File: config.mk
export PLATFORM = sky130hd
export DESIGN_NAME = lhc_flags
export DESIGN_NICKNAME = d
export VERILOG_FILES = /design/src/verilog/lhc_pkg.sv /design/src/verilog/lhc_flags.sv
export SDC_FILE = /design/constraint.sdc
export NUM_CORES = 1
export LEC_CHECK = 0
export BUFFER_PORTS_ARGS = -buffer_cell sky130_fd_sc_hd__buf_2
export CAP_MARGIN = 20
export CORE_ASPECT_RATIO = 1.2
export CORE_MARGIN = 1
export CORE_UTILIZATION = 45
export DETAILED_ROUTE_END_ITERATION = 7
export PLACE_DENSITY = 0.84
export RECOVER_POWER = 25
export SLEW_MARGIN = 25
export SYNTH_ARGS = -nofsm -noshare
export SYNTH_HDL_FRONTEND = slang
export SYNTH_SLANG_ARGS = --single-unit
export TNS_END_PERCENT = 1
File: constraint.sdc
create_clock -name i_sys_clk -period 2 [get_ports i_sys_clk]
set_input_delay 0.3 -clock i_sys_clk [delete_from_list [all_inputs] [get_ports i_sys_clk]]
set_output_delay 0.3 -clock i_sys_clk [all_outputs]
set_load 0.05 [all_outputs]
File: src/verilog/lhc_pkg.sv
// Package for the host controller upper flag bank of a serial link core.
// Assumes a byte-addressed register port with 32-bit data words.
package lhc_pkg;

    localparam int LHC_ADDR_W = 8;
    localparam int LHC_DATA_W = 32;

    // Register byte addresses.
    localparam logic [7:0] LHC_OFS_CTL_SET = 8'h50;
    localparam logic [7:0] LHC_OFS_CTL_CLR = 8'h54;
    localparam logic [7:0] LHC_OFS_EVENT   = 8'h80;
    localparam logic [7:0] LHC_OFS_MASK    = 8'h88;

    // Bit positions of the control flags.
    localparam int LHC_BIT_ROM_VALID = 31;
    localparam int LHC_BIT_SWAP_DIS  = 30;
    localparam int LHC_BIT_TARDY     = 29;
    localparam int LHC_BIT_OWNER     = 23;
    localparam int LHC_BIT_PHY_ON    = 22;
    localparam int LHC_BIT_LPS       = 19;
    localparam int LHC_BIT_POSTED    = 18;
    localparam int LHC_BIT_LINK_EN   = 17;
    localparam int LHC_BIT_SOFT_RST  = 16;

    // Flags that software may both set and clear.
    localparam logic [31:0] LHC_RSC_MASK  = 32'hE04E_0000;
    localparam logic [31:0] LHC_CTL_RESET = 32'h0000_0000;
    localparam logic        LHC_OWNER_DEF = 1'h1;

    // Event bits of the interrupt status register.
    localparam int          LHC_EV_TARDY     = 27;
    localparam int          LHC_EV_FETCH_ERR = 0;
    localparam logic [31:0] LHC_EV_MASK      = 32'h0800_0001;
    localparam logic [31:0] LHC_ZERO         = 32'h0000_0000;

    // Acknowledge codes sent back to a remote node.
    localparam logic [3:0] LHC_ACK_PENDING    = 4'h2;
    localparam logic [3:0] LHC_ACK_TARDY      = 4'hB;
    localparam logic [3:0] LHC_ACK_TYPE_ERROR = 4'hE;
    localparam logic [3:0] LHC_ACK_NONE       = 4'h0;

    // Duration of a software reset in clock cycles.
    localparam int         LHC_SRST_CYCLES = 8;
    localparam logic [3:0] LHC_SRST_LAST   = 4'(LHC_SRST_CYCLES - 1);
    localparam logic [3:0] LHC_SRST_ZERO   = 4'h0;

    typedef struct packed {
        logic rom_read;   // block read aimed at host configuration ROM
        logic async_req;  // any other asynchronous packet to this node
        logic bus_reset;  // bus reset seen on the serial bus
        logic fetch_err;  // fetch error while loading bus info registers
    } lhc_rx_s;

    typedef struct packed {
        logic       valid;
        logic [3:0] code;
    } lhc_ack_s;

endpackage : lhc_pkg

File: src/verilog/lhc_flags.sv
// Upper flag bank of the host controller control set/clear register pair,
// with the acknowledge decisions and interrupt events that those flags steer.
// Assumes a register port sampled on i_sys_clk, one-cycle event pulses from
// the receive path, and synchronous active-low resets on the same clock.
`timescale 1ns/1ps
module lhc_flags
    import lhc_pkg::*;
(
    // Clock and resets
    input  wire logic                  i_sys_clk,
    input  wire logic                  i_resetn,
    input  wire logic                  i_global_reset_pin_n,
    // Register port
    input  wire logic [LHC_ADDR_W-1:0] i_addr,
    input  wire logic [LHC_DATA_W-1:0] i_wdata,
    input  wire logic                  i_wr,
    input  wire logic                  i_rd,
    output logic      [LHC_DATA_W-1:0] o_rdata,
    // Interrupt
    output logic                       o_irq,
    // Serial EEPROM loader
    input  wire logic                  i_eeprom_load,
    input  wire logic                  i_eeprom_owner,
    // Receive path events and acknowledge answer
    input  wire lhc_rx_s               i_rx,
    output lhc_ack_s                   o_ack,
    // Control outputs toward the link core
    output logic                       o_rom_update_en,
    output logic                       o_rom_shadow_load,
    output logic                       o_dma_swap_en,
    output logic                       o_link_active,
    output logic                       o_phy_enhance_on,
    output logic                       o_phy_enhance_owner,
    output logic                       o_link_power_on,
    output logic                       o_posted_write_en,
    output logic                       o_soft_reset
);

    logic [31:0] ctl_reg;
    logic [31:0] ctl_next;
    logic        owner_reg;
    logic        srst_reg;
    logic [3:0]  srst_cnt_reg;
    logic [31:0] event_reg;
    logic [31:0] event_next;
    logic [31:0] mask_reg;
    logic        tardy_sent;
    logic        wr_set;
    logic        wr_clr;
    logic        wr_event;
    logic        wr_mask;
    logic        hw_reset;
    logic        srst_start;
    logic        srst_done;
    logic [31:0] ctl_view;
    logic [31:0] rdata_next;
    lhc_ack_s    ack_next;

    // The global reset pin is a superset of the hardware reset.
    assign hw_reset = !i_resetn || !i_global_reset_pin_n;

    // Address decode of the register port.
    always_comb begin
        wr_set   = 1'b0;
        wr_clr   = 1'b0;
        wr_event = 1'b0;
        wr_mask  = 1'b0;
        if (i_wr && (i_addr == LHC_OFS_CTL_SET)) begin
            wr_set = 1'b1;
        end else if (i_wr && (i_addr == LHC_OFS_CTL_CLR)) begin
            wr_clr = 1'b1;
        end else if (i_wr && (i_addr == LHC_OFS_EVENT)) begin
            wr_event = 1'b1;
        end else if (i_wr && (i_addr == LHC_OFS_MASK)) begin
            wr_mask = 1'b1;
        end
    end

    // A software reset starts on a one written to the soft reset bit at the
    // set address; writing it while one is running does not restart it.
    assign srst_start = wr_set && i_wdata[LHC_BIT_SOFT_RST] && !srst_reg;
    assign srst_done  = srst_reg && (srst_cnt_reg == LHC_SRST_LAST);

    always_ff @(posedge i_sys_clk) begin
        if (hw_reset) begin
            srst_reg     <= 1'b0;
            srst_cnt_reg <= LHC_SRST_ZERO;
        end else if (srst_start) begin
            srst_reg     <= 1'b1;
            srst_cnt_reg <= LHC_SRST_ZERO;
        end else if (srst_done) begin
            srst_reg     <= 1'b0;
            srst_cnt_reg <= LHC_SRST_ZERO;
        end else if (srst_reg) begin
            srst_cnt_reg <= srst_cnt_reg + 4'h1;
        end
    end

    // Control flags. Only the set/clear flags are stored; every other bit
    // of the word is built at read time, so the reserved bits cannot drift from zero.
    always_comb begin
        ctl_next = ctl_reg;
        if (srst_start || srst_reg) begin
            ctl_next = LHC_CTL_RESET;
        end else begin
            if (wr_set) begin
                ctl_next |= i_wdata & LHC_RSC_MASK;
            end
            if (wr_clr) begin
                ctl_next &= ~(i_wdata & LHC_RSC_MASK);
            end
            // Losing the bus info image makes the ROM image untrustworthy.
            if (i_rx.fetch_err) begin
                ctl_next[LHC_BIT_ROM_VALID] = 1'b0;
            end
        end
    end

    always_ff @(posedge i_sys_clk) begin
        if (hw_reset) begin
            ctl_reg <= LHC_CTL_RESET;
        end else begin
            ctl_reg <= ctl_next;
        end
    end

    // Ownership flag: only the global reset pin returns it to its default,
    // and the EEPROM loader overwrites it after that.
    always_ff @(posedge i_sys_clk) begin
        if (!i_global_reset_pin_n) begin
            owner_reg <= LHC_OWNER_DEF;
        end else if (i_eeprom_load) begin
            owner_reg <= i_eeprom_owner;
        end
    end

    // The pin copy follows the same resets as the flag itself, so a
    // hardware or software reset never makes the ownership seem to change.
    always_ff @(posedge i_sys_clk) begin
        if (!i_global_reset_pin_n) begin
            o_phy_enhance_owner <= LHC_OWNER_DEF;
        end else if (i_eeprom_load) begin
            o_phy_enhance_owner <= i_eeprom_owner;
        end
    end

    // Word seen at either address of the pair.
    always_comb begin
        ctl_view                   = ctl_reg & LHC_RSC_MASK;
        ctl_view[LHC_BIT_OWNER]    = owner_reg;
        ctl_view[LHC_BIT_SOFT_RST] = srst_reg;
    end

    // Acknowledge decision. With the connection enable low nothing is
    // answered at all, so remote nodes see the device as absent.
    always_comb begin
        ack_next.valid = 1'b0;
        ack_next.code  = LHC_ACK_NONE;
        tardy_sent     = 1'b0;
        if (!ctl_reg[LHC_BIT_LINK_EN]) begin
            ack_next.valid = 1'b0;
        end else if (i_rx.rom_read) begin
            ack_next.valid = 1'b1;
            if (ctl_reg[LHC_BIT_ROM_VALID]) begin
                ack_next.code = LHC_ACK_PENDING;
            end else begin
                ack_next.code = LHC_ACK_TYPE_ERROR;
            end
        end else if (i_rx.async_req && ctl_reg[LHC_BIT_TARDY]) begin
            ack_next.valid = 1'b1;
            ack_next.code  = LHC_ACK_TARDY;
            tardy_sent     = 1'b1;
        end
    end

    always_ff @(posedge i_sys_clk) begin
        if (hw_reset || srst_reg) begin
            o_ack <= '0;
        end else begin
            o_ack <= ack_next;
        end
    end

    // Interrupt events. A new event wins over a write-one clear in the
    // same cycle so that no tardy answer goes unreported.
    always_comb begin
        event_next = event_reg;
        if (wr_event) begin
            event_next = event_next & ~(i_wdata & LHC_EV_MASK);
        end
        if (tardy_sent) begin
            event_next[LHC_EV_TARDY] = 1'b1;
        end
        if (i_rx.fetch_err) begin
            event_next[LHC_EV_FETCH_ERR] = 1'b1;
        end
    end

    always_ff @(posedge i_sys_clk) begin
        if (hw_reset || srst_reg) begin
            event_reg <= LHC_ZERO;
        end else begin
            event_reg <= event_next;
        end
    end

    always_ff @(posedge i_sys_clk) begin
        if (hw_reset || srst_reg) begin
            mask_reg <= LHC_ZERO;
        end else if (wr_mask) begin
            mask_reg <= i_wdata & LHC_EV_MASK;
        end
    end

    always_ff @(posedge i_sys_clk) begin
        if (hw_reset) begin
            o_irq <= 1'b0;
        end else begin
            o_irq <= |(event_next & mask_reg);
        end
    end

    // Read data, valid only in the cycle after the read strobe.
    always_comb begin
        rdata_next = LHC_ZERO;
        if (i_rd && (i_addr == LHC_OFS_CTL_SET)) begin
            rdata_next = ctl_view;
        end else if (i_rd && (i_addr == LHC_OFS_CTL_CLR)) begin
            rdata_next = ctl_view;
        end else if (i_rd && (i_addr == LHC_OFS_EVENT)) begin
            rdata_next = event_reg;
        end else if (i_rd && (i_addr == LHC_OFS_MASK)) begin
            rdata_next = mask_reg;
        end
    end

    always_ff @(posedge i_sys_clk) begin
        if (hw_reset) begin
            o_rdata <= LHC_ZERO;
        end else begin
            o_rdata <= rdata_next;
        end
    end

    // The ROM header, map and bus options shadows reload at a bus reset
    // only while the image is marked valid; otherwise they keep old values.
    always_ff @(posedge i_sys_clk) begin
        if (hw_reset) begin
            o_rom_shadow_load <= 1'b0;
        end else begin
            o_rom_shadow_load <= i_rx.bus_reset
                                 && ctl_reg[LHC_BIT_ROM_VALID];
        end
    end

    // Registered copies of the flags for the link core. They are taken from
    // the next value so that each copy changes at the same edge as its flag, except the swap enable around a hardware reset.
    always_ff @(posedge i_sys_clk) begin
        if (hw_reset) begin
            o_rom_update_en <= 1'b0;
        end else begin
            o_rom_update_en <= ctl_next[LHC_BIT_ROM_VALID];
        end
    end

    // Swapping is on while the disable flag is low, so it reads as on
    // from the first edge after reset.
    always_ff @(posedge i_sys_clk) begin
        if (hw_reset) begin
            o_dma_swap_en <= 1'b0;
        end else begin
            o_dma_swap_en <= !ctl_next[LHC_BIT_SWAP_DIS];
        end
    end

    always_ff @(posedge i_sys_clk) begin
        if (hw_reset) begin
            o_link_active <= 1'b0;
        end else begin
            o_link_active <= ctl_next[LHC_BIT_LINK_EN];
        end
    end

    always_ff @(posedge i_sys_clk) begin
        if (hw_reset) begin
            o_phy_enhance_on <= 1'b0;
        end else begin
            o_phy_enhance_on <= ctl_next[LHC_BIT_PHY_ON];
        end
    end

    always_ff @(posedge i_sys_clk) begin
        if (hw_reset) begin
            o_link_power_on <= 1'b0;
        end else begin
            o_link_power_on <= ctl_next[LHC_BIT_LPS];
        end
    end

    always_ff @(posedge i_sys_clk) begin
        if (hw_reset) begin
            o_posted_write_en <= 1'b0;
        end else begin
            o_posted_write_en <= ctl_next[LHC_BIT_POSTED];
        end
    end

    // High from the edge that takes the request until the counter ends,
    // matching the soft reset bit that software reads.
    always_ff @(posedge i_sys_clk) begin
        if (hw_reset) begin
            o_soft_reset <= 1'b0;
        end else begin
            o_soft_reset <= srst_start || (srst_reg && !srst_done);
        end
    end

endmodule : lhc_flags

==> impl_metrics.env, run 1 <==
export IMPL_outcome="complete, no violations"
export IMPL_synth_edf_count=0
export IMPL_powerDensity_nw_per_um2=900
export IMPL_maxCapViolCount=0
export IMPL_die_area_sq_um=3610
export IMPL_power_frac_clock_pct=45.8
export IMPL_vias=1210
export IMPL_synth_common_cells="36 x dfxtp_1, 22 x buf_4, 13 x nor2_1"
export IMPL_crit_chain="buf_2 -> nor4b_4 -> and2_0 -> a21oi_1 -> nor3b_1"
export IMPL_regArea_sq_um=721
export IMPL_ys_top_cells_by_area="dfxtp_1 47%, buf_4 11%, mux2i_1 4.6%"
export IMPL_max_freq_mhz=662
export IMPL_critPathMaxStageDelay_ns=0.55
export IMPL_syn_mean_instance_area_sq_um=9.79
export IMPL_ys_seq_area_share_pct=47.5
export IMPL_tns_ns=0
export IMPL_gp_congestion=0.862
export IMPL_synth_top_cell_by_area="dfxtp_1"
export IMPL_nets=261
export IMPL_p_sw_share_pct=22.5
export IMPL_synth_top_area_share_pct=47.5
export IMPL_net_switching_power_uw=369
export IMPL_portBuffers=54
export IMPL_cpMaxStageDelayCell="and2_0"
export IMPL_syn_area_sq_um=1520
export IMPL_fin_worst_skew_ns=0.0131
export IMPL_area_growth_syn_to_layout_pct=19.9
export IMPL_critPathKind="in -> reg"
export IMPL_clock_latency_ns=0.34
export IMPL_cts_tree="built"
export IMPL_tightest_slew_ns=0.638
export IMPL_detail_route_antenna_nets=0
export IMPL_fp_dieH_um=65.6
export IMPL_async_flop_share_pct=0
export IMPL_cts_resized=0
export IMPL_die_width_um=55.0
export IMPL_cts_buffers=5
export IMPL_worst_endpoint_required_ns=2.26
export IMPL_grt_max_degree=14
export IMPL_pin_count=98
export IMPL_fin_area_sq_um=1820
export IMPL_cts_sinks=36
export IMPL_seq_power_share_pct=44.1
export IMPL_grt_pass1_wl_um=4440
export IMPL_slew_violations=0
export IMPL_hp_class="in -> reg"
export IMPL_crit_path_max_fanout=13
export IMPL_critPathLaunchType="input pin"
export IMPL_synth_most_common_cell="dfxtp_1"
export IMPL_row_count=22
export IMPL_fin_crit_ns=1.51
export IMPL_arrival_ns=1.77
export IMPL_peakVddDrop_mv=0.738
export IMPL_cts_root_buf="clkbuf_4"
export IMPL_drt_pass1_iterations=4
export IMPL_place_hpwl_um=2220
export IMPL_fillers=295
export IMPL_holdBufCountCts=0
export IMPL_initial_core_util_pct=48.4
export IMPL_place_area_sq_um=1700
export IMPL_synth_ff_type="dfxtp_1"
export IMPL_cts_setup_buffers=0
export IMPL_rsz0062_at_grt="no"
export IMPL_p_int_mw=1.27
export IMPL_drt_iter0_drc=14
export IMPL_antenna_cells=0
export IMPL_synth_cells=155
export IMPL_p_leak_nw=0.842
export IMPL_synth_seq_cells=36
export IMPL_grt_pass1_vias=1070
export IMPL_hold_viol=0
export IMPL_clock_path_buffers=2
export IMPL_wl_per_cell_um=11.6
export IMPL_grtUsageTotal_pct=17.4
export IMPL_period_share_pct=75.5
export IMPL_antenna_found_initial=0
export IMPL_h_tree_depth=2
export IMPL_finalSetupViolations=0
export IMPL_worstSetupEndpointType="flip-flop"
export IMPL_finish_utilization_pct=58.0
export IMPL_pwr_share_comb_pct=10.2
export IMPL_multi_input_area_sq_um=647
export IMPL_gr_total_overflow=0
export IMPL_drc=0
export IMPL_coreArea_sq_um=3140
export IMPL_via_per_inst=4.92
export IMPL_synth_cell_types=34
export IMPL_drt_total_wl_um=2860
export IMPL_yosysWarningCount=0
export IMPL_drive_gt1_share_pct=29.5
export IMPL_path_clk_slew_ns=0.11
export IMPL_max_slew_margin_pct=57.2
placed cells by master (no fill, tap or decap), types with 2 or more instances in the layout:
master      n
clkbuf_4    5
dfxtp_1    36
a311oi_1    5
nor3_1      4
nor2b_1     3
buf_2      52
nand3_1     7
nor2_1     13
nand4b_1    2
bufinv_16   3
inv_1       3
a21oi_1     9
conb_1     21
nor3b_1     2
nor4_1      3
xor2_1      2
o22ai_1     3
and2_0      4
clkbuf_1    2
and2_1      6
mux2i_1     7
nand2_1     7
cells by family after synthesis:
logic type	after synthesis	share of synthesized area, %
buffers and inverters	30	14.3
multiplexers	7	4.62
XOR/XNOR	3	1.73
other	1	0.247
flip-flops	36	47.5
AO/OA/AOI/OAI	19	8.24
adder cells (fa/ha/maj)	1	0.824
AND/OR/NAND/NOR	58	22.5
stage by stage:
stage	hold slack [ns]	std cells	power [mW]	setup slack (ns)
floorplan	0.362	175	0.896	0.672
global placement	0.449	238	0.903	0.484
detailed placement	0.450	238	0.903	0.459
CTS	0.138	246	1.65	0.597
global route	0.119	246	1.71	0.370
finish	0.152	246	1.64	0.490
worst paths after layout:
kind                                from                            to  slack, ns  depth (start not counted)
setup / recovery               i_addr[1]       o_soft_reset$_SDFF_PP0_       0.49                          5
hold / removal               i_wdata[19]                     flip-flop       0.15                          2
setup reg to reg   srst_reg$_SDFFE_PP0P_  srst_cnt_reg[0]$_SDFFE_PP0P_       0.82                          3
hold reg to reg   ctl_reg[30]$_SDFF_PP0_        o_rdata[30]$_SDFF_PP0_       0.47                          2
cell type report:
class | instances | area share [%]
flip-flops and latches | 36 | 39.6
repair buffers | 54 | 14.7
clock inverters | 3 | 4.95
clock buffers | 5 | 2.06
well taps | 36 | 2.48
inverters | 3 | 0.619
multi-input cells | 109 | 35.6
power groups by stage:
| stage | Combinational (mW) | Sequential [mW] | Clock, mW |
|---|---|---|---|
| after floorplan | 0.150 | 0.746 | 0 |
| after global placement | 0.165 | 0.738 | 0 |
| after detailed placement | 0.166 | 0.738 | 0 |
| after CTS | 0.166 | 0.722 | 0.767 |
| after global routing | 0.174 | 0.723 | 0.811 |
| final | 0.166 | 0.721 | 0.749 |
critical path: cells and delay by family:
family / cells / cell delay (ns)
AND/OR/NAND/NOR: 3 / 1.15
AO/OA/AOI/OAI: 1 / 0.20
buffers and inverters: 1 / 0.12
metal layers:
| metal | GRT usage (%) | part of all wire [%] | vias to the layer above |
|---|---|---|---|
| met1 | 18.4 | 41 | 537 |
| li1 | - | - | 614 |
| met4 | 10.0 | 2.4 | 0 |
| met3 | 6.02 | 6.8 | 7 |
| met5 | 0 | 0 | - |
| met2 | 28.9 | 50 | 52 |
Note: power is estimated with default switching activity, not from simulation.
==> run 2: changes to the inputs <==
Settings changed: CORE_UTILIZATION 45 to 41, PLACE_DENSITY 0.84 to 0.77.
Clock period 2 ns to 1.5 ns, I/O delays scaled along.
==> run 2 against run 1 <==
The run now ends with design-rule violations left. Flip-flop and latch count unchanged. Combinational power up 37%. Die area up 9.4%. Global-route usage down 1.4 points. Register-to-register slack worse by 0.52 ns. Utilization down 4.4 points. Final cell count up 1.2%. Hold slack worse by 0.0046 ns. Largest power group is now registers. Clock-buffer cell count up 2. Clock power up 21%. Worst setup slack worse by 0.27 ns.
==> impl_metrics.env, run 2 (same netlist as run 1, synthesis figures left out) <==
export IMPL_clock_latency_ns=0.28
export IMPL_place_hpwl_um=2240
export IMPL_slew_violations=0
export IMPL_dpl_worst_slack_ns=0.0685
export IMPL_final_common_cell="buf_2"
export IMPL_worst_endpoint_required_ns=1.27
export IMPL_grt_max_degree=14
export IMPL_crit_chain="clkbuf_1"
export IMPL_cpMaxStageDelayCell="clkbuf_1"
export IMPL_multi_input_area_sq_um=654
export IMPL_outcome="finished, violations left"
export IMPL_cts_buffers=5
export IMPL_tightest_slew_ns=0.594
export IMPL_layout_common_cells="45 x buf_2, 36 x dfxtp_1, 21 x conb_1"
export IMPL_drive_gt1_share_pct=27.8
export IMPL_crit_path_max_fanout=1
export IMPL_worstSetupEndpointType="primary output"
export IMPL_portBuffers=54
export IMPL_initial_core_util_pct=44.3
export IMPL_max_slew_margin_pct=60.6
export IMPL_failed_checks="design-rule violations"
export IMPL_grtUsageTotal_pct=16.0
export IMPL_detail_route_antenna_nets=0
export IMPL_crit_family="buffers and inverters"
export IMPL_regArea_sq_um=721
export IMPL_dp_cells=241
export IMPL_die_width_um=57.5
export IMPL_critPathMaxStageDelay_ns=0.46
export IMPL_gp_congestion=0.892
export IMPL_cts_sinks=36
export IMPL_drc=5
export IMPL_antenna_cells=0
export IMPL_die_area_sq_um=3950
export IMPL_cts_resized=0
export IMPL_antenna_found_initial=0
export IMPL_fillers=325
export IMPL_h_tree_depth=2
export IMPL_area_growth_syn_to_layout_pct=20.8
export IMPL_path_clk_slew_ns=0.07
export IMPL_wl_per_cell_um=11.6
export IMPL_holdBufCountCts=0
export IMPL_gr_total_overflow=0
export IMPL_cts_tree="built"
export IMPL_layout_setup_ws_ns=0.225
export IMPL_fp_dieH_um=68.7
export IMPL_hp_class="in -> reg"
export IMPL_tns_ns=0
export IMPL_grt_pass1_wl_um=4600
export IMPL_max_freq_mhz=784
export IMPL_drt_pass1_iterations=6
export IMPL_worst_path_buf_inv=1
export IMPL_peakVddDrop_mv=0.535
export IMPL_fin_worst_skew_ns=0.00310
export IMPL_finalSetupViolations=0
export IMPL_hold_viol=0
export IMPL_nets=263
export IMPL_rsz0062_at_grt="no"
export IMPL_powerDensity_nw_per_um2=1140
export IMPL_drt_total_wl_um=2890
export IMPL_fin_crit_ns=1.28
export IMPL_arrival_ns=1.05
export IMPL_row_count=23
export IMPL_critPathLaunchType="flip-flop"
export IMPL_via_per_inst=4.81
export IMPL_period_share_pct=85.0
export IMPL_cts_setup_buffers=0
export IMPL_grt_pass1_vias=1049
export IMPL_vias=1198
export IMPL_clock_path_buffers=2
export IMPL_pin_count=98
export IMPL_coreArea_sq_um=3420
export IMPL_drt_iter0_drc=20
export IMPL_finalNonFillerCells=249
export IMPL_p_leak_nw=0.825
export IMPL_cts_root_buf="clkbuf_8"
export IMPL_critPathKind="reg -> out"
export IMPL_maxCapViolCount=0
run 2: changes by cell type in the layout (fill, tap and decap cells not counted), sizes merged:
cell	change
bufinv	-2
clkbuf	+9
buf	-5
run 2: layout make-up:
class | instances | area share [%]
flip-flops and latches | 36 | 39.3
multi-input cells | 109 | 35.7
repair buffers | 56 | 14.9
clock buffers | 7 | 5.26
well taps | 37 | 2.53
clock inverters | 1 | 1.64
inverters | 3 | 0.614
run 2: metal layers:
metal / GRT usage (%) / wire [um] / vias to the layer above
met5: 0 / 0 / -
met4: 12.5 / 79 / 0
li1: - / - / 607
met3: 5.22 / 234 / 7
met1: 16.4 / 1100 / 519
met2: 27.2 / 1470 / 65
run 2: power by group:
part | switching [mW] | internal (mW)
Sequential | 0.00213 | 0.960
Clock | 0.322 | 0.586
Combinational | 0.181 | 0.0471
Total | 0.505 | 1.59
run 2: path summary, 6_finish.rpt:
path / startpoint / to / slack [ns] / cells past startpoint
max: o_ack[3]$_SDFF_PP0_ / o_ack[3] / 0.22 / 1
max reg2reg: srst_reg$_SDFFE_PP0P_ / flip-flop / 0.30 / 3
min: i_wdata[19] / flip-flop / 0.15 / 2
min reg2reg: ctl_reg[30]$_SDFF_PP0_ / o_rdata[30]$_SDFF_PP0_ / 0.46 / 2
run 2: metrics by stage:
step	util, %	area [sq um]	hold slack (ns)	power, mW
floorplan	-	1590	0.287	1.19
global placement	50.2	1720	0.437	1.21
detailed placement	50.2	1720	0.443	1.21
CTS	53.9	1840	0.137	2.11
global route	53.5	1830	0.134	2.18
finish	53.5	1830	0.148	2.10
